### src/uart_link_map.svh
// Constants for the host link serial port: timing counts and reset values.
`ifndef UART_LINK_MAP_SVH
`define UART_LINK_MAP_SVH

`define CLK_HZ        50000000
`define BAUD_MIN      1200
`define BAUD_MAX      921600
`define BAUD_RST      115200
`define HALF_DIV_MIN  (`CLK_HZ / (2 * `BAUD_MAX))
`define HALF_DIV_MAX  (`CLK_HZ / (2 * `BAUD_MIN))
`define HALF_DIV_RST  (`CLK_HZ / (2 * `BAUD_RST))
`define RST_LAT_NS    2000
`define RST_LAT_CYC   ((`RST_LAT_NS * (`CLK_HZ / 1000000)) / 1000)
`define BUF_DEPTH     2
`define RX_BITS_MAX   8

`endif

### src/uart_link_pkg.sv
// Types shared by the host link serial port and its testbench.
package uart_link_pkg;

  typedef enum logic [1:0] {
    PAR_NONE = 2'b00,
    PAR_ODD  = 2'b01,
    PAR_EVEN = 2'b10
  } parity_type;

  typedef enum logic [1:0] {
    STOP_ONE      = 2'b00,
    STOP_ONE_HALF = 2'b01,
    STOP_TWO      = 2'b10
  } stop_type;

  typedef enum logic [2:0] {
    TX_IDLE   = 3'b000,
    TX_HOLD   = 3'b001,
    TX_START  = 3'b010,
    TX_DATA   = 3'b011,
    TX_PARITY = 3'b100,
    TX_STOP   = 3'b101
  } tx_state_type;

  typedef enum logic [2:0] {
    RX_IDLE   = 3'b000,
    RX_START  = 3'b001,
    RX_DATA   = 3'b010,
    RX_PARITY = 3'b011,
    RX_STOP   = 3'b100
  } rx_state_type;

  // Line settings; width_sel 0..3 selects 5..8 data bits.
  typedef struct packed {
    logic [15:0] half_div;
    logic [1:0]  width_sel;
    parity_type  parity;
    stop_type    stop;
    logic        flow_en;
    logic        status_mode;
  } cfg_type;

  typedef struct packed {
    logic [7:0] data;
    logic       parity_err;
    logic       frame_err;
  } rx_word_type;

endpackage

### src/module_uart_host_link.sv
// Full-duplex serial port between the module and its host, with flow control.
`timescale 1ns/1ns
`include "uart_link_map.svh"
module module_uart_host_link
  import uart_link_pkg::*;
(
  input  wire logic        mclk,
  input  wire logic        rstn,
  input  wire logic        reset_pad,
  input  wire cfg_type     cfg,
  input  wire logic        link_connected_level,
  input  wire logic [7:0]  tx_data,
  input  wire logic        tx_valid,
  output logic             tx_ready,
  output rx_word_type      rx_word,
  output logic             rx_valid,
  input  wire logic        rx_ready,
  output logic             rx_overrun,
  input  wire logic        multipurpose_line_five,
  output logic             multipurpose_line_two,
  output logic             line_two_oe_n,
  input  wire logic        cts_n,
  output logic             rts_n
);

  logic         rst_sync1_ff, rst_sync2_ff, core_rstn_ff, pad_rst_ff;
  logic [7:0]   pad_cnt_ff;
  logic [15:0]  half_div;
  logic [3:0]   nbits;
  tx_state_type tx_st_ff;
  rx_state_type rx_st_ff;
  logic [15:0]  tx_div_ff;
  logic         tx_phase_ff, tx_tick, tx_bit_end, tx_par_ff;
  logic [7:0]   tx_shift_ff;
  logic [3:0]   tx_cnt_ff, stop_halves;
  logic [16:0]  rx_div_ff;
  logic         rx_prev_ff, rx_tick, rx_fall, rx_push, rx_perr_ff, buf_in_ready;
  logic [7:0]   rx_shift_ff;
  logic [3:0]   rx_cnt_ff;
  logic         rx_expect;

  // External reset is released through two stages before the core sees it.
  always_ff @(posedge mclk or negedge rstn) begin
    if (!rstn) begin
      rst_sync1_ff <= 1'b0;
      rst_sync2_ff <= 1'b0;
    end else begin
      rst_sync1_ff <= 1'b1;
      rst_sync2_ff <= rst_sync1_ff;
    end
  end

  // The pad must stay high for the latency count; short spikes are ignored.
  always_ff @(posedge mclk or negedge rst_sync2_ff) begin
    if (!rst_sync2_ff) begin
      pad_cnt_ff <= 8'h00;
      pad_rst_ff <= 1'b0;
    end else if (!reset_pad) begin
      pad_cnt_ff <= 8'h00;
      pad_rst_ff <= 1'b0;
    end else if (pad_cnt_ff == 8'(`RST_LAT_CYC - 1)) begin
      pad_rst_ff <= 1'b1;
    end else begin
      pad_cnt_ff <= pad_cnt_ff + 8'h01;
    end
  end

  // The core reset is a register, so it never glitches from the pad logic.
  always_ff @(posedge mclk or negedge rst_sync2_ff) begin
    if (!rst_sync2_ff) begin
      core_rstn_ff <= 1'b0;
    end else begin
      core_rstn_ff <= !pad_rst_ff;
    end
  end

  // Out-of-range divisors are clamped so the rate stays in the served band.
  assign half_div = (cfg.half_div < 16'(`HALF_DIV_MIN)) ? 16'(`HALF_DIV_MIN) :
                    (cfg.half_div > 16'(`HALF_DIV_MAX)) ? 16'(`HALF_DIV_MAX) :
                    cfg.half_div;
  assign nbits       = 4'(cfg.width_sel) + 4'h5;
  assign stop_halves = (cfg.stop == STOP_TWO) ? 4'h4 :
                       (cfg.stop == STOP_ONE_HALF) ? 4'h3 : 4'h2;

  // Transmit half-bit divider; held at zero between characters to align them.
  assign tx_tick    = tx_div_ff == half_div - 16'h0001;
  assign tx_bit_end = tx_tick && tx_phase_ff;
  always_ff @(posedge mclk or negedge core_rstn_ff) begin
    if (!core_rstn_ff) begin
      tx_div_ff   <= 16'h0000;
      tx_phase_ff <= 1'b0;
    end else if (tx_st_ff == TX_IDLE || tx_st_ff == TX_HOLD) begin
      tx_div_ff   <= 16'h0000;
      tx_phase_ff <= 1'b0;
    end else if (tx_tick) begin
      tx_div_ff   <= 16'h0000;
      tx_phase_ff <= !tx_phase_ff;
    end else begin
      tx_div_ff   <= tx_div_ff + 16'h0001;
    end
  end

  // Transmit sequencer; a taken word waits in HOLD until the host is ready.
  always_ff @(posedge mclk or negedge core_rstn_ff) begin
    if (!core_rstn_ff) begin
      tx_st_ff    <= TX_IDLE;
      tx_shift_ff <= 8'h00;
      tx_cnt_ff   <= 4'h0;
      tx_par_ff   <= 1'b0;
      tx_ready    <= 1'b0;
    end else begin
      unique case (tx_st_ff)
        TX_IDLE: begin
          tx_ready <= 1'b1;
          if (tx_valid && tx_ready) begin
            tx_ready    <= 1'b0;
            tx_shift_ff <= tx_data;
            tx_par_ff   <= (^(tx_data & 8'(~(8'hff << nbits)))) ^ (cfg.parity == PAR_ODD);
            tx_st_ff    <= TX_HOLD;
          end
        end
        TX_HOLD: begin
          if (!(cfg.flow_en && cts_n)) begin
            tx_st_ff <= TX_START;
          end
        end
        TX_START: begin
          if (tx_bit_end) begin
            tx_cnt_ff <= 4'h0;
            tx_st_ff  <= TX_DATA;
          end
        end
        TX_DATA: begin
          if (tx_bit_end) begin
            tx_shift_ff <= tx_shift_ff >> 1;
            tx_cnt_ff   <= tx_cnt_ff + 4'h1;
            if (tx_cnt_ff == nbits - 4'h1) begin
              tx_cnt_ff <= 4'h0;
              tx_st_ff  <= (cfg.parity == PAR_NONE) ? TX_STOP : TX_PARITY;
            end
          end
        end
        TX_PARITY: begin
          if (tx_bit_end) begin
            tx_st_ff <= TX_STOP;
          end
        end
        TX_STOP: begin
          // Stop length is counted in half bits so that 1.5 is exact.
          if (tx_tick) begin
            tx_cnt_ff <= tx_cnt_ff + 4'h1;
            if (tx_cnt_ff == stop_halves - 4'h1) begin
              tx_st_ff <= TX_IDLE;
            end
          end
        end
        default: tx_st_ff <= TX_IDLE;
      endcase
    end
  end

  // Pin driver: the line idles high and is driven once the core leaves reset.
  always_ff @(posedge mclk or negedge core_rstn_ff) begin
    if (!core_rstn_ff) begin
      multipurpose_line_two <= 1'b1;
      line_two_oe_n         <= 1'b1;
    end else begin
      line_two_oe_n <= 1'b0;
      if (cfg.status_mode) begin
        multipurpose_line_two <= link_connected_level;
      end else begin
        unique case (tx_st_ff)
          TX_START:  multipurpose_line_two <= 1'b0;
          TX_DATA:   multipurpose_line_two <= tx_shift_ff[0];
          TX_PARITY: multipurpose_line_two <= tx_par_ff;
          default:   multipurpose_line_two <= 1'b1;
        endcase
      end
    end
  end

  // Receive timing restarts at each start edge; the first wait lands mid-bit.
  assign rx_fall = rx_prev_ff && !multipurpose_line_five;
  assign rx_tick = (rx_st_ff != RX_IDLE) && (rx_div_ff == 17'h00000);
  assign rx_push = (rx_st_ff == RX_STOP) && rx_tick;
  always_ff @(posedge mclk or negedge core_rstn_ff) begin
    if (!core_rstn_ff) begin
      rx_prev_ff <= 1'b1;
      rx_div_ff  <= 17'h00000;
    end else begin
      rx_prev_ff <= multipurpose_line_five;
      if (rx_st_ff == RX_IDLE) begin
        rx_div_ff <= 17'(half_div - 16'h0001);
      end else if (rx_tick) begin
        rx_div_ff <= 17'({half_div, 1'b0} - 17'h00001);
      end else begin
        rx_div_ff <= rx_div_ff - 17'h00001;
      end
    end
  end

  // Receive sequencer; it never looks at the transmit side.
  assign rx_expect = (^rx_shift_ff) ^ (cfg.parity == PAR_ODD);
  always_ff @(posedge mclk or negedge core_rstn_ff) begin
    if (!core_rstn_ff) begin
      rx_st_ff    <= RX_IDLE;
      rx_shift_ff <= 8'h00;
      rx_cnt_ff   <= 4'h0;
      rx_perr_ff  <= 1'b0;
    end else begin
      unique case (rx_st_ff)
        RX_IDLE: begin
          if (rx_fall) begin
            rx_shift_ff <= 8'h00;
            rx_perr_ff  <= 1'b0;
            rx_cnt_ff   <= 4'h0;
            rx_st_ff    <= RX_START;
          end
        end
        RX_START: begin
          // A start bit that is high again at mid-bit was a spike.
          if (rx_tick) begin
            rx_st_ff <= multipurpose_line_five ? RX_IDLE : RX_DATA;
          end
        end
        RX_DATA: begin
          if (rx_tick) begin
            rx_shift_ff[rx_cnt_ff[2:0]] <= multipurpose_line_five;
            rx_cnt_ff <= rx_cnt_ff + 4'h1;
            if (rx_cnt_ff == nbits - 4'h1) begin
              rx_st_ff <= (cfg.parity == PAR_NONE) ? RX_STOP : RX_PARITY;
            end
          end
        end
        RX_PARITY: begin
          if (rx_tick) begin
            rx_perr_ff <= multipurpose_line_five != rx_expect;
            rx_st_ff   <= RX_STOP;
          end
        end
        RX_STOP: begin
          // Only the first stop bit is checked; longer stops just look idle.
          if (rx_tick) begin
            rx_st_ff <= RX_IDLE;
          end
        end
        default: rx_st_ff <= RX_IDLE;
      endcase
    end
  end

  uart_rx_buffer #(
    .W     (10),
    .DEPTH (`BUF_DEPTH)
  ) u_rx_buffer (
    .mclk      (mclk),
    .rst_n     (core_rstn_ff),
    .in_data   ({rx_shift_ff, rx_perr_ff, !multipurpose_line_five}),
    .in_valid  (rx_push),
    .in_ready  (buf_in_ready),
    .out_data  (rx_word),
    .out_valid (rx_valid),
    .out_ready (rx_ready)
  );

  // Request-to-send drops back as soon as one word waits, keeping one slot
  // free for a character already on the wire; overrun flags a lost word.
  always_ff @(posedge mclk or negedge core_rstn_ff) begin
    if (!core_rstn_ff) begin
      rts_n      <= 1'b1;
      rx_overrun <= 1'b0;
    end else begin
      rts_n      <= cfg.flow_en && (rx_valid || !buf_in_ready);
      rx_overrun <= rx_push && !buf_in_ready;
    end
  end

  a_pad_latency: assert property (@(posedge mclk) disable iff (!rst_sync2_ff)
    $rose(reset_pad) |-> ##99 !pad_rst_ff) else $error("pad reset acted too early");
  a_pad_release: assert property (@(posedge mclk) disable iff (!rst_sync2_ff)
    !reset_pad |=> !pad_rst_ff ##1 core_rstn_ff) else $error("pad release lost");
  a_cts_hold: assert property (@(posedge mclk) disable iff (!core_rstn_ff)
    (tx_st_ff == TX_HOLD && cfg.flow_en && cts_n) |=> tx_st_ff == TX_HOLD)
    else $error("sent while peer not ready");
  a_rts_busy: assert property (@(posedge mclk) disable iff (!core_rstn_ff)
    (cfg.flow_en && rx_valid) |=> rts_n) else $error("rts low with word waiting");
  a_status_pin: assert property (@(posedge mclk) disable iff (!core_rstn_ff)
    cfg.status_mode |=> multipurpose_line_two == $past(link_connected_level))
    else $error("status level not on pin");
  a_start_low: assert property (@(posedge mclk) disable iff (!core_rstn_ff)
    (tx_st_ff == TX_START && !cfg.status_mode) |=> !multipurpose_line_two)
    else $error("start bit not low");
  a_rate_range: assert property (@(posedge mclk) disable iff (!core_rstn_ff)
    half_div >= 16'(`HALF_DIV_MIN) && half_div <= 16'(`HALF_DIV_MAX))
    else $error("divider out of range");
  a_rx_width: assert property (@(posedge mclk) disable iff (!core_rstn_ff)
    (rx_st_ff == RX_DATA && rx_tick && rx_cnt_ff == nbits - 4'h1) |=> rx_st_ff != RX_DATA)
    else $error("wrong character width");
  a_parity_skip: assert property (@(posedge mclk) disable iff (!core_rstn_ff)
    (tx_st_ff == TX_DATA && tx_bit_end && tx_cnt_ff == nbits - 4'h1 && cfg.parity == PAR_NONE)
    |=> tx_st_ff == TX_STOP) else $error("parity slot not skipped");
  a_rx_duplex: assert property (@(posedge mclk) disable iff (!core_rstn_ff)
    (rx_st_ff == RX_IDLE && rx_fall) |=> rx_st_ff == RX_START)
    else $error("receive start missed");

endmodule

### src/uart_rx_buffer.sv
// Small shifting buffer with valid/ready on both sides and registered outputs.
`timescale 1ns/1ns
module uart_rx_buffer #(
  parameter int W     = 10,
  parameter int DEPTH = 2
) (
  input  wire logic         mclk,
  input  wire logic         rst_n,
  input  wire logic [W-1:0] in_data,
  input  wire logic         in_valid,
  output logic              in_ready,
  output logic [W-1:0]      out_data,
  output logic              out_valid,
  input  wire logic         out_ready
);

  // The count is five bits wide, so deeper buffers cannot be served.
  if (DEPTH < 2 || DEPTH > 16 || W < 1) begin : g_bad_cfg
    $error("uart_rx_buffer: unsupported depth or width");
  end

  logic [W-1:0] ent_ff [DEPTH];
  logic [4:0]   cnt_ff;
  logic         push;
  logic         pop;
  logic [4:0]   nxt_cnt;

  assign push    = in_valid && in_ready;
  assign pop     = out_valid && out_ready;
  assign nxt_cnt = 5'(cnt_ff + {4'h0, push} - {4'h0, pop});

  // Head sits in entry 0 so the output is a plain register; a pop shifts.
  for (genvar i = 0; i < DEPTH; i++) begin : g_ent
    logic         hit;
    logic [W-1:0] nxt_ent;
    assign hit = push && (5'(i) == (pop ? 5'(cnt_ff - 5'h01) : cnt_ff));
    // The top entry has no neighbour above it, so a pop leaves it alone.
    if (i < DEPTH - 1) begin : g_mid
      assign nxt_ent = ent_ff[i+1];
    end else begin : g_top
      assign nxt_ent = ent_ff[i];
    end
    always_ff @(posedge mclk or negedge rst_n) begin
      if (!rst_n) begin
        ent_ff[i] <= '0;
      end else if (hit) begin
        ent_ff[i] <= in_data;
      end else if (pop) begin
        ent_ff[i] <= nxt_ent;
      end
    end
  end

  // Count and both flags move together so full and empty stay honest.
  always_ff @(posedge mclk or negedge rst_n) begin
    if (!rst_n) begin
      cnt_ff    <= 5'h00;
      in_ready  <= 1'b0;
      out_valid <= 1'b0;
    end else begin
      cnt_ff    <= nxt_cnt;
      in_ready  <= nxt_cnt < 5'(DEPTH);
      out_valid <= nxt_cnt != 5'h00;
    end
  end

  assign out_data = ent_ff[0];

endmodule

### config.mk
export PLATFORM = sky130hd
export DESIGN_NAME = module_uart_host_link
export DESIGN_NICKNAME = d
export VERILOG_FILES = /design/src/uart_link_pkg.sv /design/src/module_uart_host_link.sv /design/src/uart_rx_buffer.sv
export VERILOG_INCLUDE_DIRS = /design/src
export SDC_FILE = /design/constraint.sdc
export NUM_CORES = 1
export LEC_CHECK = 0
export BUFFER_PORTS_ARGS = -buffer_cell sky130_fd_sc_hd__buf_4
export CAP_MARGIN = 20
export CORE_AREA = 3 3 129 131
export CTS_BUF_LIST = sky130_fd_sc_hd__clkbuf_8
export DETAILED_ROUTE_END_ITERATION = 6
export DIE_AREA = 0 0 132 134
export GPL_ROUTABILITY_DRIVEN = 0
export PLACE_DENSITY_LB_ADDON = 0.2
export SLEW_MARGIN = 25
export SYNTH_ARGS = -nofsm -noshare
export SYNTH_HDL_FRONTEND = slang
export SYNTH_SLANG_ARGS = --single-unit
### constraint.sdc
create_clock -name mclk -period 4.6 [get_ports mclk]
set_input_delay 0.92 -clock mclk [delete_from_list [all_inputs] [get_ports mclk]]
set_output_delay 0.92 -clock mclk [all_outputs]
set_load 0.005 [all_outputs]
Yosys cells after proc, flatten, opt, wreduce, memory -nomap -nowiden

Index checks and enable logic that the tools add are counted.

Register bits: 111
Bits of input ports: 40
Word-level logic and storage cells: 186

Add/subtract/negate cells: 14
$lt $le $gt $ge: 5
Equality and inequality tests: 35
Shifts and indexed selects: 1
Multiplexer cells: 59
Bitwise logic cells: 4
Reductions and logical operators: 41

Operators with widths:

| kind                                                                              | count |
|---|---|
| 16-bit 2-to-1 mux                                                                 | 4 |
| 3-bit 2-to-1 mux                                                                  | 16 |
| 8-bit 2-to-1 mux                                                                  | 6 |
| 17-bit 2-to-1 mux                                                                 | 2 |
| 17-bit by 1-bit subtractor with 17-bit output, second input constant              | 2 |
| 8-bit case mux with 2 select lines                                                | 2 |
| 2-bit != test, second input constant                                              | 14 |
| 4-bit 2-to-1 mux                                                                  | 6 |
| 10-bit 2-to-1 mux                                                                 | 2 |
| 3-bit case mux with 6 select lines                                                | 1 |
| 17-bit zero test                                                                  | 1 |
| 16-bit by 1-bit subtractor with 17-bit output, second input constant              | 1 |
| 16-bit by 1-bit adder with 16-bit output, second input constant                   | 1 |
| 16-bit equality test                                                              | 1 |
| 16-bit by 15-bit greater-than comparator with 1-bit output, second input constant | 1 |
| 16-bit by 5-bit < comparator with 1-bit output, second input constant             | 1 |
| 8-bit parity                                                                      | 2 |
| 16-bit by 1-bit subtractor with 16-bit output, second input constant              | 1 |
| 3-bit case mux with 5 select lines                                                | 1 |
| 1-bit logical AND                                                                 | 13 |
| 3-bit by 2-bit equality test with 1-bit output, second input constant             | 4 |
| 4-bit equality test                                                               | 3 |
| 4-bit case mux with 3 select lines                                                | 1 |
| 1-bit 2-to-1 mux                                                                  | 11 |
| 43 further kinds                                                                  | 62 |

Logic depth before layout (Yosys ltp)

Depth in word-level cells: 8
Depth in mapped cells: 18
Gate-level depth less buffers: 17

Hierarchy

A second synthesis with hierarchy kept.

Cell total of the unflattened synthesis: 730
Area total of the unflattened synthesis: 6986.7 um2

By module, submodules not included:

| module                | times used | cells an instance | area each (um2) | seq. area each (um2) |
|---|---|---|---|---|
| module_uart_host_link | 1          | 626               | 5607.9          | 2107.0 |
| uart_rx_buffer        | 1          | 104               | 1378.8          | 675.6 |

Worst setup path after synthesis

Ideal clock, no wire load.

Kind: input-to-reg
Start point: in cfg[10] in the netlist's numbering
End point: reg tx_shift_ff[6]
Setup time: 0.123 ns
Arrival time: 4.661 ns
Setup slack: -0.184 ns
Stages on the path: 17
Buffers on the path: 4
Path through: buf_2 or4_4 o21ai_2 a21oi_1 clkbuf_1 nor2_1 ha_1 clkbuf_1 nand2_1 or4_1 nand3_1 a31oi_1 a2111oi_4 nand4_2 or2_1 buf_6 o221a_2

Word-level cells in the longest chain between the ends: 8

Ends and longest elaborated chain:

| item                                                       | line                         | text |
|---|---|---|
| start: declaration                                         | module_uart_host_link.sv:10  | `input wire cfg_type cfg,` |
| 16-bit by 15-bit greater-than comparator with 1-bit output | module_uart_host_link.sv:79  | `` (cfg.half_div > 16'(`HALF_DIV_MAX)) ? 16'(`HALF_DIV_MAX) : `` |
| 16-bit 2-to-1 mux                                          | module_uart_host_link.sv:79  |  |
| 16-bit 2-to-1 mux *                                        | module_uart_host_link.sv:78  | `` assign half_div = (cfg.half_div < 16'(`HALF_DIV_MIN)) ? 16'(`HALF_DIV_MIN) : `` |
| 16-bit by 1-bit subtractor with 16-bit output *            | module_uart_host_link.sv:86  | `assign tx_tick = tx_div_ff == half_div - 16'h0001;` |
| 16-bit equality test *                                     | module_uart_host_link.sv:86  |  |
| 1-bit logical AND *                                        | module_uart_host_link.sv:87  | `assign tx_bit_end = tx_tick && tx_phase_ff;` |
| 2-bit != test (no line) *                                  | --                           |  |
| 3-bit AND reduction (no line) *                            | --                           |  |
| end signal: assignment                                     | module_uart_host_link.sv:117 | `tx_shift_ff <= tx_data;` |
| end signal: assignment                                     | module_uart_host_link.sv:135 | `tx_shift_ff <= tx_shift_ff >> 1;` |
| end: declaration                                           | module_uart_host_link.sv:34  | `logic [7:0] tx_shift_ff;` |

Every way passes the cells marked *; elsewhere a longest branch is shown, timed or not.
A chain may end at the register's enable or synchronous reset.

Final worst setup path

Start point: in cfg[23] in the netlist's numbering
End point: reg tx_shift_ff[1]

The elaborated chain is that of the path after synthesis.

==> run metrics <==
status=finished, final reports clean; Slew Limit Headroom=roughly 45%; CP endpoint=tx_shift_ff[1]; post-route cell area=7870 sq um; htree depth=3; Hold-fix buffers, CTS=0; internal power=around 2.0 mW; Fin Hold WS=around 0.16 ns; minimum clock period=~4.2 ns; final net count=roughly 880; Net Sw Frac=a little under two fifths; endpoints failing setup=0; port buffer count=55; final core utilization=between 50% and 60%; Critical Path Source Type=input port; clock sink count=111; post-synth top area share=roughly two fifths; Post-DRT Antenna Nets=0; Tot Pwr=around 3.2 mW; Synth area leaders=dfrtp_1 39%, xnor2_1 5.8%, nor2_1 4.3%; DR WL/cell=approximately 16 um; Synth Register Bits=111; TNS Setup=0 ns; syn nets=approximately 820; placed inst area=7630 sq um; final hold violations=0; CTS tree=done; reg2reg path depth=16; area delta synth->final=13.7%; P_leak=3.45 nW; die area=17700 sq um; largest net degree at the start of global routing=between 60 and 70; cell area after synthesis=slightly below 7000 sq um; ys async rst share=100%; most common cell in the netlist=dfrtp_1; row count=between 40 and 50; setup slack, reg-to-reg=between 0.6 and 0.7 ns; Peak VDD IR=approximately 0.00026 V; P_sw=roughly 1.2 mW; part of the cycle the worst path needs=a little over 90%; DRC violations left=0; synth cell count leaders=107 x dfrtp_1, 80 x nor2_1, 67 x nand2_1; die span in x=roughly 130 um; Max-Cap Viols=0; reg-to-reg critical path startpoint=rx_div_ff[3]; DRT Wirelength=approximately 17000 um; drt pass-1 iters=5; Vert. Die Dim=134 um; Final Max Tran Viols=0; crit path kind=input port to flip-flop; cts bufs inserted=9; CORE AREA=around 16000 sq um; clock latency at the later pin of the worst-skew pair=about 0.38 ns; vias in the first global route=around 5700; crit path max fanout=6; cell count after synthesis=about 760; num ports=56; gr usage total=between 10% and 20%; vias=just under 6000; initial antenna violation count=0; count of cell types in the netlist=75; CP Data Arrival Time=4.58 ns; global-route wire length before repair=between 20000 and 30000 um; via/cell ratio=approximately 5.6; Power Density=407 nW/um^2; Cells after DPL=1019; initial DRC count=approximately 620; R2R Path End=u_rx_buffer.out_valid; Max Fclk=approximately 240 MHz; fraction of layout cells with a size suffix above 1=16.7%; sequential share of power=around 45%; number of synthesized flops with an enable pin=0; post-CTS sizing=0; fin cells=roughly 1000; Clock Path Buffers=2; worst-margin pin slew=slightly above 0.8 ns; Place WS=-0.000458 ns; top_reg_cell synth=dfrtp_1; Final Skew=roughly 0.014 ns; Hold WC Path Type=flip-flop to async pin; syn_area_per_cell=just over 9 sq um; GRT overflow=0; final worst slack=0.350 ns; Clk pwr share=between 20% and 30%; Logic pwr share=about 34%; Setup crit start=cfg[23]; Req. time, crit path=4.93 ns; Detailed Place HPWL=around 12000 um; sequential share of the synthesized area=between 40% and 50%; Root Buffer=clkbuf_8; Worst Setup End Kind=flip-flop; Setup Buffers After CTS=0; Yosys warnings=0; RSZ-0062 raised after global routing=false; Initial Util=between 40% and 50%; Ant. Diodes=0; leading area contributor after synthesis=dfrtp_1; clock-pin slew on the worst setup and hold paths=0.11 ns
-- metal layers --
layer	vias up	GRT usage, %	routed length, um
li1	2818	-	-
met1	2805	25.6	7450
met2	164	31.1	7930
met3	26	4.13	937
met4	0	5.25	250
met5	-	0	0
-- area by class of cell --
cell class	instances	area (sq um)
clock buffers	11	151
clock inverters	5	87.6
fillers	1498	7840
inverters	29	109
multi-input cells	589	3900
flip-flops and latches	111	2790
well taps	216	270
repair buffers	74	568
-- sequential cells by signal (all words and copies together), names as in the netlist, 3 cells and up --
name,flops
tx_div_ff,16
pad_cnt_ff,8
tx_shift_ff,8
tx_st_ff,3
rx_div_ff,17
rx_shift_ff,8
u_rx_buffer.cnt_ff,5
u_rx_buffer.g_ent.nxt_ent,10
rx_st_ff,3
rx_cnt_ff,4
tx_cnt_ff,4
u_rx_buffer.out_data,10
-- power by group through the flow --
stage               sequential (mW)  clock, mW  combinational, mW
floorplan                      1.33          0              0.907
global placement               1.44          0               1.04
detailed placement             1.45          0               1.08
CTS                            1.43      0.700               1.09
global route                   1.47      0.738               1.23
finish                         1.44      0.681               1.09
-- critical path: stages --
cell	delay (ns)
buf_4	0.13
or4_4	0.56
a221oi_4	0.26
a21oi_1	0.16
nor2_2	0.16
ha_1	0.27
nand2_1	0.17
o41ai_2	0.41
xor2_1	0.18
o2111a_1	0.21
and4_1	0.21
nand4_2	0.12
buf_4	0.18
o21ai_1	0.35
o221a_2	0.27
-- kinds of logic (layout without fill, tap and decap cells) --
group	count (synthesis)	in the layout	share of synthesized area [%]
xor+xnor	72	72	9.10
fa+ha+maj	21	21	3.90
flops	111	111	40.2
buf+inv	62	119	3.56
mux	28	28	4.28
compound gates	185	185	18.3
other cells	2	2	0.108
simple gates	281	281	20.6
-- worst min path at each step --
| stage | startpoint | end | cells past startpoint |
|---|---|---|---|
| floorplan | rst_sync2_ff | core_rstn_ff | 0 |
| global route | rst_sync2_ff | core_rstn_ff | 0 |
| global placement | rst_sync2_ff | core_rstn_ff | 0 |
| finish | rst_sync2_ff | pad_cnt_ff[4] | 0 |
| CTS | rst_sync2_ff | core_rstn_ff | 0 |
| detailed placement | rst_sync2_ff | core_rstn_ff | 0 |
-- cells in the final DEF (no fill, tap or decap), types with 8 or more instances in the layout --
cell type	Yosys	layout
a211oi_1	8	8
a21oi_1	38	38
and2_1	10	10
and3_1	9	9
buf_4	0	73
clkbuf_8	0	11
dfrtp_1	107	106
ha_1	20	20
inv_1	29	29
mux2_2	13	13
mux2i_1	15	15
nand2_1	67	67
nand2b_1	12	12
nand3_1	30	30
nor2_1	80	79
nor3_1	14	14
nor4_1	9	9
o211ai_1	9	9
o21ai_0	50	50
o31ai_1	11	11
or3_1	8	8
xnor2_1	46	46
xor2_1	26	26
(Power assumes the default switching activity.)
